$ cat src/logic/mon_pkg.sv
// Purpose: shared constants and types of the variable monitor outputs
// Assumes: plain register port, byte offsets as printed, 16-bit variables
// Notes:   one per-unit equals 2**PU_FRAC counts of a signed variable
package mon_pkg;

  // register port
  localparam int          ADDR_W        = 12;
  localparam int          DATA_W        = 32;
  localparam logic [11:0] CUR_GAIN_OFS  = 12'h0f0;
  localparam logic [11:0] SPD_GAIN_OFS  = 12'h0f2;
  localparam logic [11:0] OUT1_CTRL_OFS = 12'h0f4;
  localparam logic [11:0] OUT2_CTRL_OFS = 12'h0f6;
  localparam logic [11:0] OUT1_STAT_OFS = 12'h0f8;
  localparam logic [11:0] OUT2_STAT_OFS = 12'h0fa;

  // gain readback layout
  localparam int GAIN_W      = 10;
  localparam int GAIN_HI_LSB = 16;

  // control fields, channel one
  localparam int ADDR1_W    = 12;
  localparam int POL1_BIT   = 12;
  localparam int SCALE1_LSB = 13;
  localparam int MULT1_LSB  = 17;
  // control fields, channel two
  localparam int ADDR2_W    = 14;
  localparam int POL2_BIT   = 14;
  localparam int SCALE2_LSB = 15;
  localparam int MULT2_LSB  = 19;
  localparam int FIELD_W    = 4;

  localparam logic [31:0] CTRL1_WMASK = 32'h001fffff;
  localparam logic [31:0] CTRL2_WMASK = 32'h007fffff;
  localparam logic [31:0] CTRL1_RST   = 32'h00110000;
  localparam logic [31:0] CTRL2_RST   = 32'h00440000;

  // variable and scaling
  localparam int         VAR_W       = 16;
  localparam int         VAR_ADDR_W  = 14;
  localparam int         STAT_LSB    = 16;
  localparam int         PU_FRAC     = 15;
  localparam int         SCALE_SHIFT = 3;
  localparam logic [4:0] ENUM_MAX    = 5'h1f;
  localparam int         NUM_CH      = 2;

  typedef enum logic [1:0] {
    FETCH_ONE = 2'h0,
    TAKE_ONE  = 2'h1,
    FETCH_TWO = 2'h3,
    TAKE_TWO  = 2'h2
  } fetch_state_t;

endpackage

$ cat src/logic/mon_chan_if.sv
// Purpose: one monitor channel, fetched variable plus its scaling setup
// Assumes: single clock domain
// Notes:   src is the register/fetch side, sink the scaler
`timescale 1ns/100ps
`default_nettype none
interface mon_chan_if;
  logic [mon_pkg::VAR_W-1:0]   var_value;
  logic                        var_fresh;
  logic [mon_pkg::FIELD_W-1:0] scale;
  logic [mon_pkg::FIELD_W-1:0] mult;
  logic                        unipolar;
  modport src  (output var_value, var_fresh, scale, mult, unipolar);
  modport sink (input  var_value, var_fresh, scale, mult, unipolar);
endinterface
`default_nettype wire

$ cat src/logic/mon_reset_sync.sv
// Purpose: release of the asynchronous reset through two flip-flops
// Assumes: resetn_i may be asynchronous to clk_i
// Notes:   assertion is immediate, release takes two edges
`timescale 1ns/100ps
`default_nettype none
module mon_reset_sync (
  // clock and raw reset
  input  wire logic clk_i,
  input  wire logic resetn_i,
  // synchronised reset
  output logic      rst_no
);
  typedef struct packed {
    logic meta;
    logic sync;
  } rst_state_t;

  rst_state_t s_q;
  rst_state_t s_d;

  always_comb begin
    s_d      = s_q;
    s_d.meta = 1'b1;
    s_d.sync = s_q.meta;
  end

  always_ff @(posedge clk_i or negedge resetn_i) begin
    if (!resetn_i) begin
      s_q <= '0;
    end else begin
      s_q <= s_d;
    end
  end

  assign rst_no = s_q.sync;
endmodule
`default_nettype wire

$ cat src/logic/mon_scaler.sv
// Purpose: scale one monitored variable into an output code
// Assumes: variable is signed with PU_FRAC fraction bits
// Notes:   code updates one edge after each fresh fetch
`timescale 1ns/100ps
`default_nettype none
module mon_scaler #(
  parameter int CODE_W = 12
) (
  // clock and reset
  input  wire logic        clk_i,
  input  wire logic        rst_ni,
  // channel
  mon_chan_if.sink         ch,
  // output code
  output logic [CODE_W-1:0] code_o
);
  localparam logic signed [31:0] CODE_MAX = 32'sd2 ** CODE_W - 32'sd1;
  localparam logic signed [31:0] PU_ONE   = 32'sd2 ** mon_pkg::PU_FRAC;

  typedef struct packed {
    logic [CODE_W-1:0] code;
  } scl_state_t;

  scl_state_t         s_q;
  scl_state_t         s_d;
  logic signed [31:0] wide;
  logic signed [31:0] scaled;
  logic signed [31:0] level;
  logic [4:0]         enum_v;

  always_comb begin
    s_d    = s_q;
    wide   = 32'(signed'(ch.var_value));
    enum_v = '0;
    if (ch.scale != '0) begin
      scaled = (wide * $signed({28'h0, ch.scale})) >>> mon_pkg::SCALE_SHIFT;
    end else begin
      // enum values are clipped to 0..31, never wrapped
      if (wide < 0) begin
        enum_v = '0;
      end else if (wide > 32'(mon_pkg::ENUM_MAX)) begin
        enum_v = mon_pkg::ENUM_MAX;
      end else begin
        enum_v = wide[4:0];
      end
      scaled = $signed({27'h0, enum_v}) <<< ch.mult;
    end
    if (ch.unipolar) begin
      level = scaled >>> (mon_pkg::PU_FRAC - CODE_W);
    end else begin
      level = (scaled + PU_ONE) >>> (mon_pkg::PU_FRAC + 1 - CODE_W);
    end
    if (ch.var_fresh) begin
      if (level < 0) begin
        s_d.code = '0;
      end else if (level > CODE_MAX) begin
        s_d.code = CODE_MAX[CODE_W-1:0];
      end else begin
        s_d.code = level[CODE_W-1:0];
      end
    end
  end

  always_ff @(posedge clk_i or negedge rst_ni) begin
    if (!rst_ni) begin
      s_q <= '0;
    end else begin
      s_q <= s_d;
    end
  end

  assign code_o = s_q.code;
endmodule
`default_nettype wire

$ cat src/logic/dac_variable_monitor.sv
// Purpose: two analogue monitor channels plus loop gain readback
// Assumes: variable store answers one cycle after var_rd_o
// Notes:   channels are fetched in turn, one every two cycles
//
// How it works
// - current loop gains readable, Ki high, Kp low
// - speed loop gains readable, Ki high, Kp low
// - channel one fetches variable at 12-bit address
// - channel two fetches variable at 14-bit address
// - channel one nonzero scale multiplies by N/8
// - channel one zero scale uses power-of-two multiplier
// - zero scale treats variable as enum, max 31
// - channel one unipolar maps 0..1 pu to 0..3V
// - bipolar maps -1..1 pu, zero at midscale
// - channel two nonzero scale multiplies by N/8
// - channel two zero scale uses power-of-two multiplier
// - channel two has own polarity bit
//
// Implementation choice: the address-and-strobe port.
`timescale 1ns/100ps
`default_nettype none
module dac_variable_monitor #(
  parameter int CODE_W = 12
) (
  // clock and reset
  input  wire logic                       clk_i,
  input  wire logic                       resetn_i,
  // register port
  input  wire logic [mon_pkg::ADDR_W-1:0] reg_addr_i,
  input  wire logic [mon_pkg::DATA_W-1:0] reg_wdata_i,
  input  wire logic                       reg_wr_i,
  input  wire logic                       reg_rd_i,
  output logic [mon_pkg::DATA_W-1:0]      reg_rdata_o,
  // gains in use by the loop controllers
  input  wire logic [mon_pkg::GAIN_W-1:0] cur_integral_gain_i,
  input  wire logic [mon_pkg::GAIN_W-1:0] cur_proportional_gain_i,
  input  wire logic [mon_pkg::GAIN_W-1:0] spd_integral_gain_i,
  input  wire logic [mon_pkg::GAIN_W-1:0] spd_proportional_gain_i,
  // algorithm variable fetch
  output logic                            var_rd_o,
  output logic [mon_pkg::VAR_ADDR_W-1:0]  var_addr_o,
  input  wire logic [mon_pkg::VAR_W-1:0]  var_rdata_i,
  // monitor codes to the converters
  output logic [CODE_W-1:0]               monitor_out_one_o,
  output logic [CODE_W-1:0]               monitor_out_two_o
);

  typedef struct packed {
    logic [mon_pkg::DATA_W-1:0]                  ctrl1;
    logic [mon_pkg::DATA_W-1:0]                  ctrl2;
    logic [mon_pkg::DATA_W-1:0]                  rdata;
    mon_pkg::fetch_state_t                       fstate;
    logic [mon_pkg::VAR_ADDR_W-1:0]              vaddr;
    logic [mon_pkg::NUM_CH-1:0][mon_pkg::VAR_W-1:0] raw;
    logic [mon_pkg::NUM_CH-1:0]                  fresh;
  } top_state_t;

  logic                       rst_n;
  top_state_t                 s_q;
  top_state_t                 s_d;
  logic [mon_pkg::NUM_CH-1:0][CODE_W-1:0] code;
  logic [mon_pkg::ADDR1_W-1:0] addr_one;
  logic [mon_pkg::ADDR2_W-1:0] addr_two;

  mon_chan_if ch [mon_pkg::NUM_CH] ();

  mon_reset_sync u_rst (
    .clk_i    (clk_i),
    .resetn_i (resetn_i),
    .rst_no   (rst_n)
  );

  assign addr_one = s_q.ctrl1[mon_pkg::ADDR1_W-1:0];
  assign addr_two = s_q.ctrl2[mon_pkg::ADDR2_W-1:0];

  // channel setup taken straight from the control registers
  assign ch[0].var_value = s_q.raw[0];
  assign ch[0].var_fresh = s_q.fresh[0];
  assign ch[0].scale     = s_q.ctrl1[mon_pkg::SCALE1_LSB +: mon_pkg::FIELD_W];
  assign ch[0].mult      = s_q.ctrl1[mon_pkg::MULT1_LSB +: mon_pkg::FIELD_W];
  assign ch[0].unipolar  = s_q.ctrl1[mon_pkg::POL1_BIT];
  assign ch[1].var_value = s_q.raw[1];
  assign ch[1].var_fresh = s_q.fresh[1];
  assign ch[1].scale     = s_q.ctrl2[mon_pkg::SCALE2_LSB +: mon_pkg::FIELD_W];
  assign ch[1].mult      = s_q.ctrl2[mon_pkg::MULT2_LSB +: mon_pkg::FIELD_W];
  assign ch[1].unipolar  = s_q.ctrl2[mon_pkg::POL2_BIT];

  genvar g;
  generate
    for (g = 0; g < mon_pkg::NUM_CH; g++) begin : gen_ch
      mon_scaler #(
        .CODE_W (CODE_W)
      ) u_scaler (
        .clk_i  (clk_i),
        .rst_ni (rst_n),
        .ch     (ch[g]),
        .code_o (code[g])
      );
    end
  endgenerate

  always_comb begin
    s_d       = s_q;
    s_d.fresh = '0;

    // register writes; read-only and unmapped words ignore writes
    if (reg_wr_i) begin
      unique case (reg_addr_i)
        mon_pkg::OUT1_CTRL_OFS: begin
          s_d.ctrl1 = (s_q.ctrl1 & ~mon_pkg::CTRL1_WMASK)
                    | (reg_wdata_i & mon_pkg::CTRL1_WMASK);
        end
        mon_pkg::OUT2_CTRL_OFS: begin
          s_d.ctrl2 = (s_q.ctrl2 & ~mon_pkg::CTRL2_WMASK)
                    | (reg_wdata_i & mon_pkg::CTRL2_WMASK);
        end
        default: begin
          s_d.ctrl1 = s_q.ctrl1;
        end
      endcase
    end

    // read data valid in the cycle after the strobe only
    s_d.rdata = '0;
    if (reg_rd_i) begin
      unique case (reg_addr_i)
        mon_pkg::CUR_GAIN_OFS: begin
          s_d.rdata[mon_pkg::GAIN_HI_LSB +: mon_pkg::GAIN_W] = cur_integral_gain_i;
          s_d.rdata[mon_pkg::GAIN_W-1:0] = cur_proportional_gain_i;
        end
        mon_pkg::SPD_GAIN_OFS: begin
          s_d.rdata[mon_pkg::GAIN_HI_LSB +: mon_pkg::GAIN_W] = spd_integral_gain_i;
          s_d.rdata[mon_pkg::GAIN_W-1:0] = spd_proportional_gain_i;
        end
        mon_pkg::OUT1_CTRL_OFS: begin
          s_d.rdata = s_q.ctrl1;
        end
        mon_pkg::OUT2_CTRL_OFS: begin
          s_d.rdata = s_q.ctrl2;
        end
        mon_pkg::OUT1_STAT_OFS: begin
          s_d.rdata[mon_pkg::STAT_LSB +: CODE_W] = code[0];
          s_d.rdata[mon_pkg::VAR_W-1:0]         = s_q.raw[0];
        end
        mon_pkg::OUT2_STAT_OFS: begin
          s_d.rdata[mon_pkg::STAT_LSB +: CODE_W] = code[1];
          s_d.rdata[mon_pkg::VAR_W-1:0]         = s_q.raw[1];
        end
        default: begin
          s_d.rdata = '0;
        end
      endcase
    end

    // round-robin fetch; each channel's address is latched from its control register in the cycle before its fetch
    unique case (s_q.fstate)
      mon_pkg::FETCH_ONE: begin
        s_d.fstate = mon_pkg::TAKE_ONE;
      end
      mon_pkg::TAKE_ONE: begin
        s_d.raw[0]   = var_rdata_i;
        s_d.fresh[0] = 1'b1;
        s_d.vaddr    = addr_two;
        s_d.fstate   = mon_pkg::FETCH_TWO;
      end
      mon_pkg::FETCH_TWO: begin
        s_d.fstate = mon_pkg::TAKE_TWO;
      end
      mon_pkg::TAKE_TWO: begin
        s_d.raw[1]   = var_rdata_i;
        s_d.fresh[1] = 1'b1;
        s_d.vaddr    = {{(mon_pkg::VAR_ADDR_W - mon_pkg::ADDR1_W){1'b0}}, addr_one};
        s_d.fstate   = mon_pkg::FETCH_ONE;
      end
    endcase
  end

  always_ff @(posedge clk_i or negedge rst_n) begin
    if (!rst_n) begin
      s_q        <= '0;
      s_q.ctrl1  <= mon_pkg::CTRL1_RST;
      s_q.ctrl2  <= mon_pkg::CTRL2_RST;
      s_q.fstate <= mon_pkg::FETCH_ONE;
    end else begin
      s_q <= s_d;
    end
  end

  // strobe is combinational from state; address comes from a flop
  assign var_rd_o          = (s_q.fstate == mon_pkg::FETCH_ONE)
                           | (s_q.fstate == mon_pkg::FETCH_TWO);
  assign var_addr_o        = s_q.vaddr;
  assign reg_rdata_o       = s_q.rdata;
  assign monitor_out_one_o = code[0];
  assign monitor_out_two_o = code[1];

endmodule
`default_nettype wire

$ cat config.mk
export PLATFORM = sky130hd
export DESIGN_NAME = dac_variable_monitor
export DESIGN_NICKNAME = d
export VERILOG_FILES = /design/src/logic/mon_pkg.sv /design/src/logic/mon_chan_if.sv /design/src/logic/mon_reset_sync.sv /design/src/logic/mon_scaler.sv /design/src/logic/dac_variable_monitor.sv
export SDC_FILE = /design/constraint.sdc
export NUM_CORES = 1
export LEC_CHECK = 0
export ABC_AREA = 0
export BUFFER_PORTS_ARGS = -buffer_cell sky130_fd_sc_hd__buf_4
export CAP_MARGIN = 15
export CORE_MARGIN = 2
export CORE_UTILIZATION = 61
export CTS_BUF_LIST = sky130_fd_sc_hd__clkbuf_4 sky130_fd_sc_hd__clkbuf_8
export DETAILED_ROUTE_END_ITERATION = 8
export PLACE_DENSITY = 0.93
export SLEW_MARGIN = 10
export SYNTH_ARGS = -nofsm -noshare
export SYNTH_HDL_FRONTEND = slang
export SYNTH_SLANG_ARGS = --single-unit
$ cat constraint.sdc
create_clock -name clk_i -period 4.95 [get_ports clk_i]
set_input_delay 0.99 -clock clk_i [delete_from_list [all_inputs] [get_ports clk_i]]
set_output_delay 0.99 -clock clk_i [all_outputs]
set_load 0.02 [all_outputs]
==> impl_metrics.json, run 1 <==
{
  "port_buffers": 165,
  "dp_hpwl_mm": 33.22,
  "clock-root-buffer": "clkbuf_8",
  "ys_seq_elements": 149,
  "synth_cell_types": 80,
  "ys.flop_type": "dfrtp_1",
  "rows": 53,
  "fp.dieH_um": 149.0,
  "htreeDepth": 4,
  "synth_top_area_share": 0.2830,
  "yosys_warnings": 0,
  "grt_first_pass_wirelength_mm": 87.55,
  "die_w_um": 149.0,
  "synth_area_per_cell_um2": 9.326,
  "clock-sinks": 149,
  "cts_hold_buf": 0,
  "place.gp.congestion": 1.001,
  "postSynthCellCount": 1375,
  "initial_utilization": 0.6159,
  "async_flop_share": 1.000,
  "grt_use_total": 0.5216,
  "synth_edf_count": 0,
  "io_pins": 175,
  "cts_buffers": 17,
  "grt_pass1_vias": 15410,
  "netlist_area_mm2": 0.01282,
  "syn_nets": 1631,
  "yosysTopAreaCell": "dfrtp_1",
  "clock_path_buffers": 2,
  "pre_cts_slack_ns": -1.056,
  "failing_step": "5_1_grt",
  "synthTopCellsByArea": "dfrtp_1 (28%), fa_1 (10%), ha_1 (8.6%), mux2_2 (7.2%), and2_1 (4.9%)",
  "synth-seq-area-share": 0.2912,
  "grt_max_degree": 61,
  "run_status": "did not finish",
  "error": "[ERROR GRT-0116] Global routing finished with congestion. Check the congestion regions in the DRC Viewer.",
  "grt_overflow": 6
}
## timing repair
| item | 4_1_cts |
|---|---|
| pin swaps | 18 |
| cloned | 2 |
| buffers inserted | 15 |
| resized for setup | 72 |
| setup endpoints to repair | 24 |
## cells by family after synthesis
| family | after synthesis | synth area share |
|---|---|---|
| and+or+nand+nor | 363 | 0.1479 |
| AOI/OAI and AO/OA | 305 | 0.1664 |
| xor gates and xnor gates | 30 | 0.02049 |
| DFF | 149 | 0.2912 |
| buffers and inverters | 262 | 0.09133 |
| muxes | 112 | 0.09640 |
| adders and majority gates | 152 | 0.1858 |
| other | 2 | 0.0005856 |
## metal layers
layer	GRT overflow	global-route usage
met5	0	0
met2	3	0.7500
met1	0	0.5243
met4	3	0.5033
met3	0	0.2960
## per-stage QoR
stage / instance area (um^2) / setup TNS [ns] / instances / hold WS, ns / utilization
4_1_cts: 16370 / -18.79 / 1908 / 0.2656 / 0.7863
3_5_place_dp: 15500 / -21.55 / 1859 / 0.3522 / 0.7444
3_3_place_gp: 15500 / -15.87 / 1859 / 0.3469 / 0.7444
2_1_floorplan: 13310 / -12.05 / 1375 / 0.3312 / -
## synthesized netlist by cell type (all sizes together), types with 3 or more instances
| master | number |
|---|---|
| nor2 | 69 |
| and4 | 3 |
| xor2 | 12 |
| dfrtp | 145 |
| a211oi | 22 |
| or2 | 3 |
| o21a | 5 |
| nand3 | 14 |
| and2 | 102 |
| mux2 | 82 |
| o221ai | 14 |
| clkbuf | 62 |
| nand2b | 6 |
| o21bai | 9 |
| nor3 | 17 |
| inv | 142 |
| mux2i | 29 |
| nand4 | 7 |
| o22ai | 4 |
| o31a | 4 |
| dfstp | 4 |
| fa | 64 |
| a21o | 8 |
| nor2b | 7 |
| or4 | 12 |
| and3 | 6 |
| a211o | 4 |
| o21ai | 44 |
| a31oi | 17 |
| xnor2 | 18 |
| nor3b | 3 |
| ha | 88 |
| nor4 | 11 |
| a22oi | 72 |
| a21oi | 67 |
| or3 | 8 |
| o211ai | 3 |
| nand2 | 87 |
| buf | 58 |
| nand3b | 3 |
==> run 2, diff against run 1 <==
--- a/config.mk
+++ b/config.mk
@@ -9,10 +9,9 @@
 export BUFFER_PORTS_ARGS = -buffer_cell sky130_fd_sc_hd__buf_4
 export CAP_MARGIN = 15
 export CORE_MARGIN = 2
-export CORE_UTILIZATION = 61
-export CTS_BUF_LIST = sky130_fd_sc_hd__clkbuf_4 sky130_fd_sc_hd__clkbuf_8
+export CORE_UTILIZATION = 40
 export DETAILED_ROUTE_END_ITERATION = 8
-export PLACE_DENSITY = 0.93
+export PLACE_DENSITY_LB_ADDON = 0.15
 export SLEW_MARGIN = 10
 export SYNTH_ARGS = -nofsm -noshare
 export SYNTH_HDL_FRONTEND = slang
==> impl_metrics.json, run 2 <==
{
  "postSynthCellCount": 1375,
  "violations": "negative setup slack",
  "synth.most_common_cell": "dfrtp_1",
  "vias_per_cell": 5.495,
  "drt_iter0_drc": 706,
  "wl_met3_mm": 1.451,
  "synthTopCellsByArea": "dfrtp_1 (28%), fa_1 (10%), ha_1 (8.6%), mux2_2 (7.2%), and2_1 (4.9%)",
  "switching_share": 0.2539,
  "ys_seq_elements": 149,
  "synth-seq-area-share": 0.2912,
  "fin_ws_ns": -0.8142,
  "irDropWorstVdd_uv": 266.3,
  "crit-reg2reg-launch": "ch[1].scale[3]",
  "slowest_stage": "dfstp_2",
  "worst_pin_slew_ns": 1.079,
  "clkLatencyLatePin_ns": 0.43,
  "cts_buffers": 17,
  "synth_edf_count": 0,
  "synthToLayoutAreaGrowth_pct": 31.53,
  "crit_fanout": 7,
  "power.density_mw_per_mm2": 178.6,
  "run_status": "finished, violations left",
  "ys.flop_type": "dfrtp_1",
  "critPathKind": "register to register",
  "highest_layer": "met4",
  "layout_min_cycle_time_ns": 5.764,
  "min_path_type": "input pin to asynchronous set/reset pin",
  "finalClockSkew_ns": 0.01670,
  "wl_mm": 40.81,
  "drc": 0,
  "finalHoldViolations": 0,
  "clock_path_buffers": 2,
  "largest_reg_flops": 32,
  "synth_top_area_share": 0.2830,
  "grt_overflow": 0,
  "p_leak_nw": 7.995,
  "antenna_found_initial": 0,
  "coreArea_mm2": 0.03156,
  "dp_hpwl_mm": 32.09,
  "timing.fmax_mhz": 173.5,
  "synth_cell_types": 80,
  "grt_pass1_vias": 11480,
  "die-area_mm2": 0.03351,
  "yosys_warnings": 0,
  "finalCritPeriodShare": 1.164,
  "netlist_area_mm2": 0.01282,
  "slew-limit-headroom": 0.2810,
  "fp.dieH_um": 183.1,
  "clock_power_share": 0.489,
  "fillers": 2908,
  "worstPathRequired_ns": 5.26,
  "place.gp.congestion": 0.9001,
  "htreeDepth": 4,
  "r2r_slack_ns": -0.81,
  "cts_tree": "yes",
  "mostFrequentLayoutCells": "buf_4 (338), dfrtp_1 (143), inv_1 (127)",
  "finalPower_mw": 3.013,
  "max-cap-violations": 0,
  "critPathLaunchType": "register",
  "worstPathArrival_ns": 6.07,
  "die_w_um": 183.1,
  "layout_commonest_cell": "buf_4",
  "ant_nets": 0,
  "initial_utilization": 0.4064,
  "nNetsFinal": 1883,
  "vias": 11220,
  "setup_viol_count_final": 24,
  "slowest_delay_ns": 0.56,
  "syn_nets": 1631,
  "reg2reg_depth": 25,
  "rows": 65,
  "dp.cells": 2001,
  "grt_first_pass_wirelength_mm": 64.57,
  "grt_use_total": 0.2495,
  "rsz0062_at_grt": "true",
  "comb_power_share": 0.086,
  "final_max_slew_viol_count": 0,
  "pwr-share-seq": 0.425,
  "clock-root-buffer": "clkbuf_16",
  "p_int_mw": 2.248,
  "async_flop_share": 1.000,
  "r2r-end": "gen_ch[1].u_scaler.code_o[7]",
  "dr_wl_met2_mm": 20.29,
  "drive_gt1_frac": 0.3720,
  "fin_cells": 2042,
  "diodes": 0,
  "yosysTopAreaCell": "dfrtp_1",
  "io_pins": 175,
  "met1_length_mm": 17.45,
  "clock-sinks": 149,
  "detail_route.wl_per_cell_um": 19.99,
  "endpoint_kind": "register",
  "first_pass_iters": 5,
  "port_buffers": 165,
  "power_switching_uw": 765.1,
  "synth_common_cells": "dfrtp_1 (145), inv_1 (142), and2_1 (101)",
  "grt_max_degree": 67,
  "path_clk_slew_ns": 0.07,
  "synth_area_per_cell_um2": 9.326
}
-- run 2: cell counts after synthesis --
No cell type changed its count.
-- run 2: final cells by class --
type	count	area [um^2]	area share
inverter	142	533.0	0.03160
multi-input combinational	964	8637	0.5121
clock inverter	13	207.7	0.01231
timing repair buffer	353	2804	0.1662
tap	402	503.0	0.02982
sequential	149	3739	0.2217
clock buffer	19	442.9	0.02626
-- run 2: kinds of logic after synthesis --
group | synth area share
xor+xnor | 0.02049
compound gates | 0.1664
other cells | 0.0005856
simple gates | 0.1479
buf+inv | 0.09133
fa+ha+maj | 0.1858
mux | 0.09640
flops | 0.2912
-- run 2: per-stage QoR --
| step | TNS, ns | area [um^2] | worst slack [ns] | hold slack, ns | util |
|---|---|---|---|---|---|
| after detailed placement | -18.65 | 15800 | -0.8229 | 0.3365 | 0.5008 |
| after global routing | -23.86 | 16870 | -1.038 | 0.3084 | 0.5345 |
| after global placement | -18.16 | 15800 | -0.7923 | 0.3432 | 0.5008 |
| after CTS | -17.72 | 16510 | -0.7887 | 0.3187 | 0.5231 |
| final | -18.60 | 16870 | -0.8142 | 0.3318 | 0.5345 |
| after floorplan | -12.05 | 13310 | -0.6447 | 0.3312 | - |
-- run 2: worst max-delay path by stage --
| stage | cells past startpoint | startpoint | slack, ns | end |
|---|---|---|---|---|
| detailed placement | 24 | ch[1].scale[3] | -0.82 | gen_ch[1].u_scaler.code_o[1] |
| CTS | 25 | ch[1].scale[3] | -0.79 | gen_ch[1].u_scaler.code_o[11] |
| global route | 26 | ch[1].scale[3] | -1.04 | gen_ch[1].u_scaler.code_o[7] |
| floorplan | 26 | ch[1].scale[3] | -0.64 | gen_ch[1].u_scaler.code_o[1] |
| finish | 25 | ch[1].scale[3] | -0.81 | gen_ch[1].u_scaler.code_o[7] |
| global placement | 24 | ch[1].scale[3] | -0.79 | gen_ch[1].u_scaler.code_o[1] |
-- run 2: per-layer routing --
layer	up-vias	global-route usage
met5	-	0
met1	5581	0.3256
met4	0	0.09728
met3	77	0.02303
met2	287	0.4292
li1	5276	-
-- run 2: critical path: cells and delay by family (launching register included) --
family,cells,cell delay (ns)
AOI/OAI and AO/OA,6,1.22
DFF,1,0.56
buffers and inverters,4,0.38
and+or+nand+nor,10,1.80
adders and majority gates,5,1.69
-- run 2: repair_timing --
| item | 4_1_cts | 5_1_grt |
|---|---|---|
| resized for setup | 6 | 57 |
| endpoints found under the setup margin | 24 | 24 |
| cloned | 0 | 2 |
| pin swaps | 2 | 23 |
| hold buffers | 0 | 0 |
| setup buffers | 4 | 3 |
-- run 2: power groups by stage --
stage / Sequential, mW / Clock [mW] / Combinational, mW
finish: 1.28 / 1.47 / 0.260
global route: 1.29 / 1.55 / 0.280
CTS: 1.28 / 1.49 / 0.259
detailed placement: 1.30 / 0 / 0.258
global placement: 1.30 / 0 / 0.255
floorplan: 1.31 / 0 / 0.0790
No activity file was read; power rests on OpenSTA's default activity.
==> run 3, diff against run 2 <==
--- a/config.mk
+++ b/config.mk
@@ -11,6 +11,7 @@
 export CORE_MARGIN = 2
 export CORE_UTILIZATION = 40
 export DETAILED_ROUTE_END_ITERATION = 8
+export MAX_ROUTING_LAYER = met4
 export PLACE_DENSITY_LB_ADDON = 0.15
 export SLEW_MARGIN = 10
 export SYNTH_ARGS = -nofsm -noshare
==> impl_metrics.json, run 3 (same netlist as run 2, synthesis figures left out) <==
{
  "coreArea_mm2": 0.03156,
  "place.gp.congestion": 0.9039,
  "highest_layer": "met4",
  "port_buffers": 165,
  "pre_cts_slack_ns": -0.8082,
  "endpoint_kind": "register",
  "cts_tree": "yes",
  "dp_hpwl_mm": 32.26,
  "htreeDepth": 4,
  "grt_use_total": 0.2591,
  "crit_top_cell": "ha_4",
  "dp.cells": 1999,
  "grt_overflow": 0,
  "finalCritPeriodShare": 1.161,
  "crit_path_start": "ch[1].scale[3]",
  "detail_route.wl_per_cell_um": 20.17,
  "worstPathArrival_ns": 6.06,
  "die_w_um": 183.1,
  "clock-root-buffer": "clkbuf_16",
  "ant_nets": 0,
  "fin_ws_ns": -0.7954,
  "first_pass_iters": 5,
  "rsz0062_at_grt": "true",
  "power.density_mw_per_mm2": 172.8,
  "worstPathRequired_ns": 5.26,
  "finalHoldViolations": 0,
  "clkLatencyLatePin_ns": 0.43,
  "antenna_found_initial": 0,
  "critPathLaunchType": "register",
  "max-cap-violations": 0,
  "cp_num_cells": 26,
  "wl_met3_mm": 1.215,
  "layout_min_cycle_time_ns": 5.745,
  "wl_mm": 41.29,
  "met1_length_mm": 17.85,
  "fin_cells": 2047,
  "initial_utilization": 0.4064,
  "finalClockSkew_ns": 0.01324,
  "crit_fanout": 7,
  "mostFrequentLayoutCells": "buf_4 (342), dfrtp_1 (143), inv_1 (127)",
  "grt_first_pass_wirelength_mm": 64.98,
  "fp.dieH_um": 183.1,
  "drt_iter0_drc": 694,
  "setup_viol_count_final": 24,
  "slowest_delay_ns": 0.57,
  "cts_buffers": 17,
  "grt_pass1_vias": 11560,
  "r2r_slack_ns": -0.80,
  "cp_top_family": "adder cells",
  "min_path_type": "input pin to asynchronous set/reset pin",
  "fillers": 2876,
  "vias_per_cell": 5.459,
  "r2r-end": "gen_ch[1].u_scaler.code_o[8]",
  "diodes": 0,
  "crit-reg2reg-launch": "ch[1].scale[3]",
  "grt_max_degree": 63,
  "drive_gt1_frac": 0.3769,
  "slew-limit-headroom": 0.3058,
  "path_clk_slew_ns": 0.07,
  "seq_area_mm2": 0.003739,
  "die-area_mm2": 0.03351,
  "crit_end": "gen_ch[1].u_scaler.code_o[8]",
  "slowest_stage": "dfstp_2",
  "clock_path_buffers": 2,
  "worst_pin_slew_ns": 1.041,
  "largest_reg_flops": 32,
  "p_leak_nw": 7.971,
  "synthToLayoutAreaGrowth_pct": 31.75,
  "io_pins": 175,
  "clock-sinks": 149,
  "crit_buf_inv": 7,
  "irDropWorstVdd_uv": 269.5,
  "reg2reg_depth": 26,
  "final_max_slew_viol_count": 0,
  "violations": "negative setup slack",
  "vias": 11180,
  "dr_wl_met2_mm": 20.68,
  "critPathKind": "register to register",
  "timing.fmax_mhz": 174.1,
  "finalPower_mw": 2.920,
  "layout_commonest_cell": "buf_4",
  "rows": 65,
  "multi_input_area_mm2": 0.008687,
  "drc": 0,
  "run_status": "finished, violations left",
  "nNetsFinal": 1888
}
-- run 3: worst min path at each step --
stage                       from            to  slack (ns)  depth (start not counted)
floorplan           u_rst.s_d[0]  u_rst.rst_no        0.33                          0
global placement    u_rst.s_d[0]  u_rst.rst_no        0.34                          0
detailed placement  u_rst.s_d[0]  u_rst.rst_no        0.34                          0
CTS                     resetn_i  u_rst.rst_no        0.32                          1
global route            resetn_i  u_rst.rst_no        0.31                          1
finish                  resetn_i  u_rst.rst_no        0.33                          1
-- run 3: area by class of cell --
cell class / count / area share
tap: 402 / 0.02977
inverter: 142 / 0.03155
clock inverter: 13 / 0.009479
clock buffer: 19 / 0.02622
multi-input combinational: 964 / 0.5142
sequential: 149 / 0.2213
timing repair buffer: 358 / 0.1675
-- run 3: worst reg2reg max path, cell delays in order, from the launching register on --
cell and delay (ns):
dfstp_2 0.57, buf_12 0.13, and2_4 0.14, ha_4 0.12, inv_2 0.03, fa_1 0.51
inv_2 0.04, fa_1 0.50, ha_4 0.30, and4_4 0.22, a21oi_4 0.06, or3b_4 0.41
a2111o_1 0.45, a21oi_2 0.18, nor3b_4 0.08, buf_4 0.14, buf_4 0.13, buf_6 0.11
ha_4 0.26, nand2b_4 0.06, nor4_4 0.23, o21ai_2 0.08, a311o_1 0.35, nor3_2 0.10
a31o_2 0.20, clkbuf_16 0.18, a211oi_2 0.06
-- run 3: repair_timing --
item | in CTS | in global routing
setup endpoints to repair | 24 | 24
gates resized for setup | 26 | 48
pin swaps | 7 | 30
buffers inserted | 11 | 3
hold buffers | 0 | 0
cloned | 2 | 1
-- run 3: stage by stage --
step / hold slack (ns) / area [um^2] / util / TNS, ns
after floorplan: 0.3312 / 13310 / - / -12.05
after global placement: 0.3432 / 15780 / 0.4999 / -17.73
after detailed placement: 0.3365 / 15780 / 0.4999 / -18.20
after CTS: 0.3154 / 16610 / 0.5264 / -17.57
after global routing: 0.3098 / 16900 / 0.5354 / -22.60
final: 0.3292 / 16900 / 0.5354 / -17.91
-- run 3: layer usage --
metal | vias to the layer above | global-route usage
li1 | 5262 | -
met1 | 5588 | 0.3255
met2 | 257 | 0.4377
met3 | 68 | 0.02164
met4 | 0 | 0.09696
met5 | - | -
-- run 3: power breakdown --
part	internal, mW	switching (mW)	leakage [nW]
registers	1.24	0.0399	1.96
clock network	0.775	0.604	0.287
logic	0.128	0.133	5.72
total	2.14	0.777	7.97
==> run 4, diff against run 3 <==
--- a/config.mk
+++ b/config.mk
@@ -10,9 +10,11 @@
 export CAP_MARGIN = 15
 export CORE_MARGIN = 2
 export CORE_UTILIZATION = 40
+export CTS_CLUSTER_DIAMETER = 150
 export DETAILED_ROUTE_END_ITERATION = 8
 export MAX_ROUTING_LAYER = met4
 export PLACE_DENSITY_LB_ADDON = 0.15
+export REMOVE_ABC_BUFFERS = 1
 export SLEW_MARGIN = 10
 export SYNTH_ARGS = -nofsm -noshare
 export SYNTH_HDL_FRONTEND = slang
==> impl_metrics.json, run 4 (same netlist as run 2, synthesis figures left out) <==
{
  "crit-reg2reg-launch": "ch[1].scale[3]",
  "finalHoldViolations": 0,
  "first_pass_iters": 5,
  "crit_path_start": "ch[1].scale[3]",
  "synthToLayoutAreaGrowth_pct": 34.13,
  "slew-limit-headroom": 0.2749,
  "min_path_type": "input pin to asynchronous set/reset pin",
  "drt_iter0_drc": 649,
  "cts_buffers": 17,
  "r2r_slack_ns": -0.85,
  "run_status": "finished, violations left",
  "io_pins": 175,
  "die-area_mm2": 0.03351,
  "layout_commonest_cell": "buf_4",
  "grt_first_pass_wirelength_mm": 66.70,
  "coreArea_mm2": 0.03156,
  "finalCritPeriodShare": 1.172,
  "clock-root-buffer": "clkbuf_16",
  "crit_fanout": 6,
  "timing.fmax_mhz": 172.4,
  "met1_length_mm": 18.23,
  "die_w_um": 183.1,
  "slowest_stage": "dfstp_2",
  "grt_use_total": 0.2673,
  "crit_end": "gen_ch[1].u_scaler.code_o[7]",
  "worst_pin_slew_ns": 1.088,
  "cts_tree": "yes",
  "max-cap-violations": 0,
  "grt_overflow": 0,
  "pre_cts_slack_ns": -1.021,
  "clkLatencyLatePin_ns": 0.45,
  "finalClockSkew_ns": 0.02105,
  "worstPathCellList": "and2_4, ha_4, inv_2, fa_1, inv_2, fa_1, ha_4, and4_4, a21oi_4, or3b_4, a2111o_1, nand3_1, nor3b_4, or2_4, nand2_4, ha_4, nand4b_1, nor4_4, o21ai_2, a311o_1, nor3_2, a31o_4, buf_12, a211oi_2",
  "design_area_mm2": 0.01720,
  "rsz0062_at_grt": "true",
  "htreeDepth": 4,
  "initial_utilization": 0.4064,
  "drc": 0,
  "wl_met3_mm": 1.559,
  "violations": "negative setup slack",
  "clock-sinks": 149,
  "worstPathRequired_ns": 5.25,
  "endpoint_kind": "register",
  "grt_max_degree": 148,
  "clock_path_buffers": 2,
  "final_max_slew_viol_count": 0,
  "antenna_found_initial": 0,
  "path_clk_slew_ns": 0.07,
  "fin_cells": 2066,
  "r2r-end": "gen_ch[1].u_scaler.code_o[7]",
  "power.density_mw_per_mm2": 168.2,
  "worstPathArrival_ns": 6.10,
  "vias_per_cell": 5.472,
  "crit_top_cell": "ha_4",
  "nNetsFinal": 1907,
  "grt_pass1_vias": 11890,
  "vias": 11310,
  "dr_wl_met2_mm": 21.77,
  "hold_ws_ns": 0.3148,
  "drive_gt1_frac": 0.4014,
  "wl_mm": 42.68,
  "dp.cells": 2006,
  "irDropWorstVdd_uv": 241.9,
  "critPathLaunchType": "register",
  "mostFrequentLayoutCells": "buf_4 (360), dfrtp_1 (143), inv_1 (126)",
  "reg2reg_depth": 24,
  "setup_viol_count_final": 24,
  "rows": 65,
  "fp.dieH_um": 183.1,
  "place.gp.congestion": 0.9327,
  "dp_hpwl_mm": 32.48,
  "critPathKind": "register to register",
  "largest_reg_flops": 32,
  "layout_min_cycle_time_ns": 5.801,
  "slowest_delay_ns": 0.61,
  "fin_ws_ns": -0.8511,
  "diodes": 0,
  "port_buffers": 165,
  "placedInstanceArea_mm2": 0.01541,
  "detail_route.wl_per_cell_um": 20.66,
  "ant_nets": 0,
  "highest_layer": "met4",
  "p_leak_nw": 8.063
}
## run 4: changes by cell type in the layout (fill, tap and decap cells not counted), sizes merged
cell | previous run | this run
bufinv | 2 | 1
buf | 357 | 377
clkinv | 1 | 4
clkbuf | 20 | 18
clkinvlp | 3 | 1
inv | 149 | 150
## run 4: through the flow
| step | power (mW) | setup TNS [ns] | utilization |
|---|---|---|---|
| floorplan | 1.379 | -18.77 | - |
| global placement | 1.554 | -22.67 | 0.4882 |
| detailed placement | 1.556 | -23.88 | 0.4882 |
| CTS | 2.912 | -17.60 | 0.5403 |
| global route | 2.989 | -21.54 | 0.5451 |
| finish | 2.893 | -17.65 | 0.5451 |
## run 4: repair_timing
action	in CTS	in global routing
endpoints found under the hold margin	0	0
endpoints found under the setup margin	24	24
buffers inserted	23	5
pin swaps	78	32
gates resized for setup	146	32
hold buffers	0	0
cloned	3	0
## run 4: area by class of cell
| type | count | area [um^2] |
|---|---|---|
| inverters | 142 | 533.0 |
| repair buffers | 377 | 2930 |
| clock inverters | 14 | 162.7 |
| clock buffers | 18 | 429.2 |
| fillers | 2876 | 14360 |
| multi-input cells | 964 | 8904 |
| well taps | 402 | 503.0 |
| flip-flops and latches | 149 | 3739 |
## run 4: routing by layer
layer / GRT usage / vias to the layer above
li1: - / 5327
met4: 0.07616 / 0
met3: 0.02820 / 59
met5: - / -
met1: 0.3330 / 5662
met2: 0.4618 / 258
## run 4: how the worst min path moves through the flow
stage,endpoint,cells after the start,startpoint
2_1_floorplan,u_rst.rst_no,0,u_rst.s_d[0]
3_3_place_gp,u_rst.rst_no,0,u_rst.s_d[0]
3_5_place_dp,u_rst.rst_no,0,u_rst.s_d[0]
4_1_cts,u_rst.rst_no,1,resetn_i
5_1_grt,u_rst.rst_no,1,resetn_i
6_report,u_rst.rst_no,1,resetn_i
## run 4: critical path: cells and delay by family, from the launching register on
family | cells | cell delay [ns]
AO/OA/AOI/OAI | 6 | 1.21
AND/OR/NAND/NOR | 10 | 1.92
flip-flops | 1 | 0.61
buffers and inverters | 3 | 0.20
adder cells (fa/ha/maj) | 5 | 1.70
## run 4: power breakdown
part	internal (mW)	switching [mW]
Sequential	1.24	0.0320
Clock	0.721	0.628
Combinational	0.128	0.143
Total	2.09	0.803
